**src/hdl/llsd_pkg.sv**
```systemverilog
// Purpose: Shared constants and types for the line loss-of-signal detect block
// Assumes: One channel per instance, registers on AXI4-Lite with 32-bit data
// Notes:   Every offset, field position, reset value and count lives here
package llsd_pkg;

  // ==========================================================================
  // Register map
  localparam int unsigned ADDR_W     = 4;
  localparam logic [3:0]  OFF_CTRL   = 4'h0;
  localparam logic [3:0]  OFF_STATUS = 4'h4;

  // Control register fields
  localparam int unsigned CTRL_MODE_LSB = 0;
  localparam logic [1:0]  MODE_DS3      = 2'h0;
  localparam logic [1:0]  MODE_STS1     = 2'h1;
  localparam logic [1:0]  MODE_E3       = 2'h2;
  localparam logic [1:0]  CTRL_RESET    = 2'h0;

  // Status register fields
  localparam int unsigned STAT_DIG_BIT = 5;
  localparam int unsigned STAT_ANA_BIT = 4;
  localparam int unsigned STAT_LOS_BIT = 1;

  // AXI responses
  localparam logic [1:0] RESP_OKAY   = 2'h0;
  localparam logic [1:0] RESP_SLVERR = 2'h2;

  // ==========================================================================
  // Digital detector counts, in bit periods and percent
  localparam int unsigned ZERO_RUN_DECLARE = 160;
  localparam int unsigned DENSITY_WIN      = 32;
  localparam int unsigned DENSITY_PCT      = 33;

  typedef enum logic [0:0] {
    DIG_CLEAR = 1'b0,
    DIG_LOS   = 1'b1
  } llsd_dig_e;

endpackage : llsd_pkg

```
**src/hdl/llsd_det_if.sv**
```systemverilog
// Purpose: Carries the retimed line bits to the digital detector and its verdict back
// Assumes: Same clock on both ends
// Notes:   No clocking block; pure wiring between top and detector
`timescale 1ns/100ps

interface llsd_det_if;
  logic bit_valid;
  logic pulse;
  logic enable;
  logic los;

  modport top (output bit_valid, output pulse, output enable, input  los);
  modport det (input  bit_valid, input  pulse, input  enable, output los);
endinterface : llsd_det_if

```
**src/hdl/llsd_dig_det.sv**
```systemverilog
// Purpose: Digital loss-of-signal detector: zero-run declare, pulse-density clear
// Assumes: One bit period per bit_valid strobe, pulse marks a mark in that bit
// Notes:   Density is measured in fixed windows only while declaring
`timescale 1ns/100ps

module llsd_dig_det
  import llsd_pkg::*;
#(
  parameter int unsigned RUN_LEN = ZERO_RUN_DECLARE,
  parameter int unsigned WIN     = DENSITY_WIN,
  parameter int unsigned PCT     = DENSITY_PCT
) (
  // Clock and reset
  input  wire logic i_clk,
  input  wire logic i_rst_n,
  // Line side
  llsd_det_if.det   det
);
  import llsd_pkg::*;

  localparam int unsigned RUN_W = $clog2(RUN_LEN + 1);
  localparam int unsigned WIN_W = $clog2(WIN + 1);
  // Least pulse count in a window that gives the required density, rounded up
  localparam logic [WIN_W-1:0] DENS_MIN = WIN_W'((PCT * WIN + 99) / 100);
  localparam logic [RUN_W-1:0] RUN_LAST = RUN_W'(RUN_LEN - 1);
  localparam logic [WIN_W-1:0] WIN_LAST = WIN_W'(WIN - 1);

  llsd_dig_e         state;
  llsd_dig_e         next_state;
  logic [RUN_W-1:0]  run_cnt;
  logic [RUN_W-1:0]  next_run_cnt;
  logic [WIN_W-1:0]  win_cnt;
  logic [WIN_W-1:0]  next_win_cnt;
  logic [WIN_W-1:0]  pulse_cnt;
  logic [WIN_W-1:0]  next_pulse_cnt;

  // ==========================================================================
  // Next state
  always_comb begin
    logic [WIN_W-1:0] total;
    total          = pulse_cnt + WIN_W'(det.pulse);
    next_state     = state;
    next_run_cnt   = run_cnt;
    next_win_cnt   = win_cnt;
    next_pulse_cnt = pulse_cnt;
    if (!det.enable) begin
      next_state     = DIG_CLEAR;
      next_run_cnt   = '0;
      next_win_cnt   = '0;
      next_pulse_cnt = '0;
    end else if (det.bit_valid) begin
      if (det.pulse) begin
        next_run_cnt = '0;
      end else if (run_cnt != RUN_W'(RUN_LEN)) begin
        next_run_cnt = run_cnt + RUN_W'(1);
      end
      case (state)
        DIG_CLEAR: begin
          if (!det.pulse && run_cnt == RUN_LAST) begin
            next_state     = DIG_LOS;
            next_win_cnt   = '0;
            next_pulse_cnt = '0;
          end
        end
        DIG_LOS: begin
          if (win_cnt == WIN_LAST) begin
            next_win_cnt   = '0;
            next_pulse_cnt = '0;
            if (total >= DENS_MIN) begin
              next_state = DIG_CLEAR;
            end
          end else begin
            next_win_cnt   = win_cnt + WIN_W'(1);
            next_pulse_cnt = total;
          end
        end
        default: next_state = DIG_CLEAR;
      endcase
    end
  end

  // ==========================================================================
  // Registers
  always_ff @(posedge i_clk) begin
    if (!i_rst_n) begin
      state     <= DIG_CLEAR;
      run_cnt   <= '0;
      win_cnt   <= '0;
      pulse_cnt <= '0;
    end else begin
      state     <= next_state;
      run_cnt   <= next_run_cnt;
      win_cnt   <= next_win_cnt;
      pulse_cnt <= next_pulse_cnt;
    end
  end

  assign det.los = (state == DIG_LOS);

endmodule : llsd_dig_det

```
**src/hdl/llsd_top.sv**
```systemverilog
// Purpose: One channel of line loss-of-signal detection with AXI4-Lite status access
// Assumes: Line bits arrive retimed to i_clk with a per-bit strobe; comparator
//          outputs and the E3 detector flag are handled as noted at the ports
// Notes:   Notes on behaviour below
`timescale 1ns/100ps

module llsd_top
  import llsd_pkg::*;
(
  // Clock and reset
  input  wire logic                  i_clk,
  input  wire logic                  i_rst_n,
  // Retimed line bits, same clock
  input  wire logic                  i_rx_bit_valid,
  input  wire logic                  i_rx_pulse,
  // Amplitude comparators, asynchronous pins
  input  wire logic                  i_amp_below_declare,
  input  wire logic                  i_amp_above_clear,
  // E3 detector verdict, same clock
  input  wire logic                  i_e3_los,
  // Channel loss flag
  output logic                       o_los,
  // AXI4-Lite write address and data
  input  wire logic [llsd_pkg::ADDR_W-1:0] i_awaddr,
  input  wire logic                  i_awvalid,
  output logic                       o_awready,
  input  wire logic [31:0]           i_wdata,
  input  wire logic [3:0]            i_wstrb,
  input  wire logic                  i_wvalid,
  output logic                       o_wready,
  output logic [1:0]                 o_bresp,
  output logic                       o_bvalid,
  input  wire logic                  i_bready,
  // AXI4-Lite read
  input  wire logic [llsd_pkg::ADDR_W-1:0] i_araddr,
  input  wire logic                  i_arvalid,
  output logic                       o_arready,
  output logic [31:0]                o_rdata,
  output logic [1:0]                 o_rresp,
  output logic                       o_rvalid,
  input  wire logic                  i_rready
);
  import llsd_pkg::*;

  llsd_det_if det_bus ();

  logic [1:0]        amp_sync;
  logic [1:0]        next_amp_sync;
  logic              clr_sync0;
  logic              clr_sync1;
  logic              ana_los;
  logic              next_ana_los;
  logic              los;
  logic              next_los;
  logic [1:0]        mode;
  logic [1:0]        next_mode;
  logic              aw_ok;
  logic              next_aw_ok;
  logic              w_ok;
  logic              next_w_ok;
  logic [ADDR_W-1:0] aw_addr;
  logic [ADDR_W-1:0] next_aw_addr;
  logic [31:0]       w_data;
  logic [31:0]       next_w_data;
  logic [3:0]        w_strb;
  logic [3:0]        next_w_strb;
  logic              awready;
  logic              next_awready;
  logic              wready;
  logic              next_wready;
  logic              bvalid;
  logic              next_bvalid;
  logic [1:0]        bresp;
  logic [1:0]        next_bresp;
  logic              arready;
  logic              next_arready;
  logic              rvalid;
  logic              next_rvalid;
  logic [1:0]        rresp;
  logic [1:0]        next_rresp;
  logic [31:0]       rdata;
  logic [31:0]       next_rdata;
  logic              line_mode;

  // ==========================================================================
  // Digital detector, idle in E3 mode
  assign line_mode         = (mode != MODE_E3);
  assign det_bus.bit_valid = i_rx_bit_valid;
  assign det_bus.pulse     = i_rx_pulse;
  assign det_bus.enable    = line_mode;

  llsd_dig_det u_dig (
    .i_clk   (i_clk),
    .i_rst_n (i_rst_n),
    .det     (det_bus)
  );

  // ==========================================================================
  // Analog detector and channel flag
  always_comb begin
    // Stage 0 feeds only stage 1
    next_amp_sync = {amp_sync[0], i_amp_below_declare};
    next_ana_los  = ana_los;
    if (!line_mode) begin
      next_ana_los = 1'b0;
    end else if (amp_sync[1]) begin
      next_ana_los = 1'b1;
    end else if (clr_sync1) begin
      // Only the upper level releases, so noise between levels holds state
      next_ana_los = 1'b0;
    end
    next_los = det_bus.los | ana_los
             | ((mode == MODE_E3) & i_e3_los);
  end

  // ==========================================================================
  // AXI4-Lite slave; one write and one read in flight, read answer one cycle later, write answer two
  always_comb begin
    next_mode    = mode;
    next_aw_ok   = aw_ok;
    next_w_ok    = w_ok;
    next_aw_addr = aw_addr;
    next_w_data  = w_data;
    next_w_strb  = w_strb;
    next_bvalid  = bvalid;
    next_bresp   = bresp;
    next_rvalid  = rvalid;
    next_rresp   = rresp;
    next_rdata   = rdata;
    if (i_awvalid && awready) begin
      next_aw_ok   = 1'b1;
      next_aw_addr = i_awaddr;
    end
    if (i_wvalid && wready) begin
      next_w_ok   = 1'b1;
      next_w_data = i_wdata;
      next_w_strb = i_wstrb;
    end
    if (bvalid && i_bready) begin
      next_bvalid = 1'b0;
    end
    if (aw_ok && w_ok && !bvalid) begin
      next_aw_ok  = 1'b0;
      next_w_ok   = 1'b0;
      next_bvalid = 1'b1;
      next_bresp  = RESP_OKAY;
      if (aw_addr == OFF_CTRL) begin
        if (w_strb[0]) begin
          next_mode = w_data[CTRL_MODE_LSB +: 2];
        end
      end else if (aw_addr != OFF_STATUS) begin
        next_bresp = RESP_SLVERR;
      end
    end
    if (rvalid && i_rready) begin
      next_rvalid = 1'b0;
    end
    if (i_arvalid && arready) begin
      next_rvalid = 1'b1;
      next_rresp  = RESP_OKAY;
      next_rdata  = 32'h0000_0000;
      case (i_araddr)
        OFF_CTRL:   next_rdata[CTRL_MODE_LSB +: 2] = mode;
        OFF_STATUS: begin
          next_rdata[STAT_DIG_BIT] = det_bus.los;
          next_rdata[STAT_ANA_BIT] = ana_los;
          next_rdata[STAT_LOS_BIT] = los;
        end
        default:    next_rresp = RESP_SLVERR;
      endcase
    end
    next_awready = !next_aw_ok && !next_bvalid;
    next_wready  = !next_w_ok && !next_bvalid;
    next_arready = !next_rvalid;
  end

  // ==========================================================================
  // Registers
  always_ff @(posedge i_clk) begin
    clr_sync0 <= i_amp_above_clear;
    clr_sync1 <= clr_sync0;
    if (!i_rst_n) begin
      amp_sync <= 2'h0;
      ana_los  <= 1'b0;
      los      <= 1'b0;
      mode     <= CTRL_RESET;
      aw_ok    <= 1'b0;
      w_ok     <= 1'b0;
      aw_addr  <= '0;
      w_data   <= 32'h0000_0000;
      w_strb   <= 4'h0;
      awready  <= 1'b0;
      wready   <= 1'b0;
      bvalid   <= 1'b0;
      bresp    <= RESP_OKAY;
      arready  <= 1'b0;
      rvalid   <= 1'b0;
      rresp    <= RESP_OKAY;
      rdata    <= 32'h0000_0000;
    end else begin
      amp_sync <= next_amp_sync;
      ana_los  <= next_ana_los;
      los      <= next_los;
      mode     <= next_mode;
      aw_ok    <= next_aw_ok;
      w_ok     <= next_w_ok;
      aw_addr  <= next_aw_addr;
      w_data   <= next_w_data;
      w_strb   <= next_w_strb;
      awready  <= next_awready;
      wready   <= next_wready;
      bvalid   <= next_bvalid;
      bresp    <= next_bresp;
      arready  <= next_arready;
      rvalid   <= next_rvalid;
      rresp    <= next_rresp;
      rdata    <= next_rdata;
    end
  end

  assign o_los     = los;
  assign o_awready = awready;
  assign o_wready  = wready;
  assign o_bvalid  = bvalid;
  assign o_bresp   = bresp;
  assign o_arready = arready;
  assign o_rvalid  = rvalid;
  assign o_rresp   = rresp;
  assign o_rdata   = rdata;

endmodule : llsd_top

```
**config.mk**
```make
export PLATFORM = sky130hd
export DESIGN_NAME = llsd_top
export DESIGN_NICKNAME = d
export VERILOG_FILES = /design/src/hdl/llsd_pkg.sv /design/src/hdl/llsd_det_if.sv /design/src/hdl/llsd_dig_det.sv /design/src/hdl/llsd_top.sv
export SDC_FILE = /design/constraint.sdc
export NUM_CORES = 1
export LEC_CHECK = 0
export ABC_AREA = 1
export BUFFER_PORTS_ARGS = -buffer_cell sky130_fd_sc_hd__buf_4
export CAP_MARGIN = 20
export CORE_ASPECT_RATIO = 1.25
export CORE_MARGIN = 8
export CORE_UTILIZATION = 52
export CTS_BUF_LIST = sky130_fd_sc_hd__clkbuf_16
export DETAILED_ROUTE_END_ITERATION = 7
export HOLD_SLACK_MARGIN = 0.08
export PLACE_DENSITY = 0.85
export SLEW_MARGIN = 20
export SYNTH_ARGS = -nofsm -noshare
export SYNTH_HDL_FRONTEND = slang
export SYNTH_SLANG_ARGS = --single-unit
```
**constraint.sdc**
```tcl
create_clock -name i_clk -period 3.06 [get_ports i_clk]
set_clock_uncertainty 0.15 [all_clocks]
set_input_delay 0.459 -clock i_clk [delete_from_list [all_inputs] [get_ports i_clk]]
set_output_delay 0.459 -clock i_clk [all_outputs]
set_load 0.05 [all_outputs]
```
# Yosys cells after proc, flatten, opt, wreduce, memory -nomap -nowiden
# Index checks and enable logic that the tools add are counted.
dict set report word_totals {
  in_bits 56
  elab_cells 91
  regBits 51
  out_inout_bits 42
}
dict set report classes {
  addsub 3
  muxes 27
  n_reduce_logical 25
  order_cmp 1
  eq_ne 8
  bitwise_logic 4
}
# op n
set op_table {}
lappend op_table {{$pmux 6 s2} 2}
lappend op_table {{$mux 6} 3}
lappend op_table {{$mux 8} 2}
lappend op_table {{$mux 1} 14}
lappend op_table {{$logic_and 1x1->1} 10}
lappend op_table {{$add 8x1->8 const B} 1}
lappend op_table {{$eq 8x8->1 const B} 1}
lappend op_table {{$logic_not 4->1} 2}
lappend op_table {{$mux 2} 4}
lappend op_table {{$ne 8x8->1 const B} 1}
lappend op_table {{$add 6x1->6} 1}
lappend op_table {{$add 6x1->6 const B} 1}
lappend op_table {{$eq 6x5->1 const B} 1}
lappend op_table {{$ge 6x4->1 const B} 1}
lappend op_table {{$logic_not 1->1} 6}
lappend op_table {{$reduce_and 2->1} 3}
lappend op_table {{$eq 4x3->1 const B} 1}
lappend op_table {{$ne 4x3->1 const B} 1}
lappend op_table {{$pmux 1 s2} 2}
lappend op_table {{$reduce_bool 2->1} 2}
lappend op_table {{$reduce_and 3->1} 1}
lappend op_table {{$eq 2x2->1 const B} 1}
lappend op_table {{$ne 2x1->1 const B} 1}
lappend op_table {{$ne 2x2->1 const B} 1}
lappend op_table {{4 further kinds} 5}

# Longest topological paths before layout
dict set report depth {
  word_depth 5
  mapped_depth 11
  depth_no_buf 11
}

# By module
# From an unflattened synthesis, not the netlist that was laid out.
dict set report hier_totals {
  hier_cells 352
  hier_area_um2 2531.2
}
# mod area_each_um2 cells_per_inst instances seq_area_each_um2
set modules_own_cells {}
lappend modules_own_cells {llsd_dig_det 1298.7 194 1 420.4}
lappend modules_own_cells {llsd_top 1232.4 158 1 560.5}

# Worst setup path before layout
# OpenSTA, ideal clock, no wires.
dict set report synth_path {
  kind {in2reg}
  startpoint {in i_rx_pulse}
  endpoint {reg u_dig.state (netlist: u_dig.det.los)}
  setup_ns 0.070
  stages 11
  setup_slack_ns 1.471
  required_ns 2.840
  path_buffers 0
  arrival_time_ns 1.368
  path_cell_list {ha_1 -> ha_1 -> inv_1 -> nand2_1 -> nand2_1 -> nand2_1 -> nand2_1 -> nand3_1 -> nand2_1 -> nand2_1 -> a21oi_1}
}
dict set report synth_via {
  elab_chain_cells 5
  elab_cells_between_ends 8
  cone_classes {1 x add/sub; 1 x order compare; 4 x mux; 2 x reduce/logical}
}
# element line_no
set synth_lines {}
lappend synth_lines {{from (decl)} llsd_top.sv:15} ;# input wire logic i_rx_pulse,
lappend synth_lines {{$add 6x1->6} llsd_dig_det.sv:41} ;# total = pulse_cnt + WIN_W'(det.pulse);
lappend synth_lines {{$ge 6x4->1} llsd_dig_det.sv:69} ;# if (total >= DENS_MIN) begin
lappend synth_lines {{$mux 1} llsd_dig_det.sv:69}
lappend synth_lines {{$mux 1} llsd_dig_det.sv:66} ;# if (win_cnt == WIN_LAST) begin
lappend synth_lines {{$pmux 1 s2 *} llsd_dig_det.sv:57} ;# case (state)
lappend synth_lines {{to (signal assigned)} llsd_dig_det.sv:91} ;# state <= next_state;
lappend synth_lines {{to (decl)} llsd_dig_det.sv:28} ;# llsd_dig_e state;
# Every way passes the cells marked *; elsewhere a longest branch is shown, timed or not.
# A chain may end at the register's enable or synchronous reset.

# Worst setup path in the final report
dict set report layout_path {
  startpoint {reg u_dig.run_cnt[0]}
  endpoint {reg u_dig.win_cnt[2]}
}
dict set report layout_via {
  elab_chain_cells 4
}
# element line_no
set layout_lines {}
lappend layout_lines {{from (decl)} llsd_dig_det.sv:30} ;# logic [RUN_W-1:0] run_cnt;
lappend layout_lines {{from (signal assigned)} llsd_dig_det.sv:92} ;# run_cnt <= next_run_cnt;
lappend layout_lines {{$eq 8x8->1} llsd_dig_det.sv:59} ;# if (!det.pulse && run_cnt == RUN_LAST) begin
lappend layout_lines {{$logic_and 1x1->1} llsd_dig_det.sv:59}
lappend layout_lines {{$ne 2x1->1 (no line)} -}
lappend layout_lines {{$reduce_and 2->1 (no line)} -}
lappend layout_lines {{to (signal assigned)} llsd_dig_det.sv:93} ;# win_cnt <= next_win_cnt;
lappend layout_lines {{to (decl)} llsd_dig_det.sv:32} ;# logic [WIN_W-1:0] win_cnt;
# Every way passes these cells.

==> results.tsv <==
metric	value	unit
residual DRC count	0	
first-iteration detailed-routing DRC count	128	
Ant. Diodes	0	
critical path launch point type	flip-flop	
CP endpoint kind	flip-flop	
post-CTS sizing	0	
Slew Limit Fails	0	
area grow syn2layout	14.8	%
Setup TNS	0	ps
CTS Root Cell	clkbuf_16	
vias in the first global route	2116	
Avg WL per Cell	12.0	µm
P per Cell Area	538	nW/µm²
FF-to-FF setup slack	1290	ps
ranking of synthesized cells by area	dfxtp_1, nand2_1, buf_4	
post-synthesis mux area share	0	
total CTS buffers	5	
first-pass GRT wire length	8.88	mm
Core ar.	4430	µm²
HP Start	i_amp_above_clear	
Finished Cell Area	2770	µm²
RSZ-0062 raised after global routing	no	
Clock transition at path regs	70	ps
Crit. Startpoint	u_dig.run_cnt[0]$_SDFFE_PN0P_	
CP Class	flip-flop to flip-flop	
largest family of logic cells by synthesized area	simple AND/OR/NAND/NOR gates	
die footprint	7090	µm²
run status	completed	
Detailed Routing Iterations Pass 1	4	
Hold Path End	clr_sync0$_DFF_P_	
Post-DP Area	2600	µm²
fmax	563	MHz
max_cap viols	0	
DRT Wirelength	5.19	mm
post-synthesis xor/xnor area fraction	0	
async set or reset register ratio after synthesis	0	
gpl congestion	0.862	
Worst Hold Class	input pin to flip-flop	
routed vias	2112	
cts-stage hold buffer count	0	
deepest clock path buffer count	2	
Mean Syn Cell Area	7.15	µm²
Clk Latency, worst-skew pair	290	ps
CP top delay family	simple AND/OR/NAND/NOR gates	
fin crit share	0.580	
Synth Warn #	0	
Setup Fix Bufs, Post-CTS	0	
Post-synth EDFFs	0	
compound-cell area share of the yosys netlist	0.109	
Critical R2R Launch	u_dig.run_cnt[0]$_SDFFE_PN0P_	
nets@finish	434	
initial antenna violation count	0	
Critical path buffers and inverters	1	
row count	27	
critical path arrival	1830	ps
Cell Count, Final, Fillers Out	432	
port bufs	34	
Crit path largest cell delay	410	ps
chip width	76.9	µm
cell total after placement	424	
Yosys reg bits	49	
prevailing post-synth register cell	dfxtp_1	
H-tree Lvls	2	
Synth Area in Adders	0.0259	
crit-path max FO	13	
Final Hold Viols	0	
min Tclk post-route	1770	ps
cell taking the most area after synthesis	dfxtp_1	
Final setup viols	0	
GR Util All Layers	0.149	
Ports	98	
Hold Crit Depth	1	
share of the synthesized area in the top cell type	0.407	
count of cell types in the netlist	30	
register area share after synthesis	0.407	
Cell Chain, Critical Path	ha_1, nand2_1, nor2_2, nand2_1, nand2_2, nand2_2, inv_2, nand2_1, a21oi_1	
Static Leak	1.26	nW
clk sink count	49	
Initial Util	0.545	
DRT antenna net count	0	
Worst path slowest cell	dfxtp_1	
worst flop-to-flop path endpoint	u_dig.win_cnt[2]$_SDFFE_PN0P_	
r2r worst-path depth	9	
synthesized instance count	337	
peak supply drop	0.393	mV
Via-to-Cell Ratio	4.89	
most frequent CP cell	nand2_1	
Synth Area in Simple Gates	0.288	
share of cells above drive strength 1	0.147	
Req. time, crit path	3120	ps
largest net degree at the start of global routing	17	
dpl hpwl	3.97	mm
Die H	92.1	µm
CTS tree	built	
synthesized area	2410	µm²
grt total ovfl	0	
## registers in the layout, indices dropped and copies added (netlist names), 2 cells and up
name	count
aw_addr	4
mode	2
u_dig.win_cnt	6
amp_sync	2
w_data	2
o_rdata	4
u_dig.run_cnt	8
u_dig.pulse_cnt	6
## cell type report
class / count / area, µm²
Fill cell: 432 / 1660
Multi-Input combinational cell: 241 / 1130
Sequential cell: 49 / 981
Timing Repair Buffer: 34 / 255
Inverter: 42 / 158
Clock buffer: 5 / 125
Tap cell: 58 / 72.6
Clock inverter: 3 / 42.5
## metrics by stage
step	hold slack, ps	setup slack (ps)	power [mW]	util
after floorplan	160	1470	0.865	-
after global placement	161	1170	0.882	0.588
after detailed placement	168	1160	0.886	0.588
after CTS	123	1270	1.50	0.625
after global routing	118	1050	1.54	0.625
final	126	1290	1.49	0.625
## Yosys cell counts (all sizes together) (2+ instances only)
master / count
buf: 31
nand3: 17
nor3: 6
dfxtp: 49
ha: 5
nor4: 2
a21oi: 25
nor2: 45
o21ai: 15
nand4: 12
nand2: 75
a31oi: 2
clkbuf: 3
inv: 42
## placed cells by master (no fill, tap or decap), types with 2 or more instances in the layout
master / count
o21ai_2: 2
nand2_2: 4
nor4_1: 2
o21ai_0: 12
inv_1: 41
nor2_2: 2
conb_1: 30
dfxtp_1: 49
buf_4: 34
clkbuf_16: 5
a31oi_1: 2
ha_1: 5
a21oi_1: 24
nand4_1: 12
nand3_1: 17
inv_2: 2
nand2_1: 71
nor2_1: 43
nor3_1: 5
## per-layer routing
layer | global-route usage | part of all wire | wire length [µm]
met1 | 0.146 | 0.39 | 2040
met2 | 0.276 | 0.53 | 2740
met3 | 0.0479 | 0.063 | 328
met4 | 0.0675 | 0.015 | 76
met5 | 0 | 0 | 0
## how the worst max path moves through the flow
stage	endpoint	slack (ps)	cells past startpoint
floorplan	u_dig.det.los$_SDFFE_PN0P_	1470	11
global placement	u_dig.det.los$_SDFFE_PN0P_	1170	12
detailed placement	u_dig.det.los$_SDFFE_PN0P_	1160	12
CTS	u_dig.win_cnt[2]$_SDFFE_PN0P_	1270	9
global route	u_dig.run_cnt[2]$_SDFFE_PN0P_	1050	7
finish	u_dig.win_cnt[2]$_SDFFE_PN0P_	1290	9
## cells by family (layout without fill, tap and decap cells)
family                     count (synthesis)  in the layout
adders and majority gates                  5              5
buffers and inverters                     76             84
and+or+nand+nor                          160            160
other                                      1             30
AOI/OAI and AO/OA                         46             46
DFF                                       49             49
## power breakdown
group / internal (mW) / total [mW] / switching [mW] / leakage [nW]
clock: 0.384 / 0.616 / 0.232 / 0.0852
sequential: 0.659 / 0.670 / 0.0115 / 0.399
combinational: 0.0454 / 0.203 / 0.157 / 0.774
No activity file was read; power rests on OpenSTA's default activity.
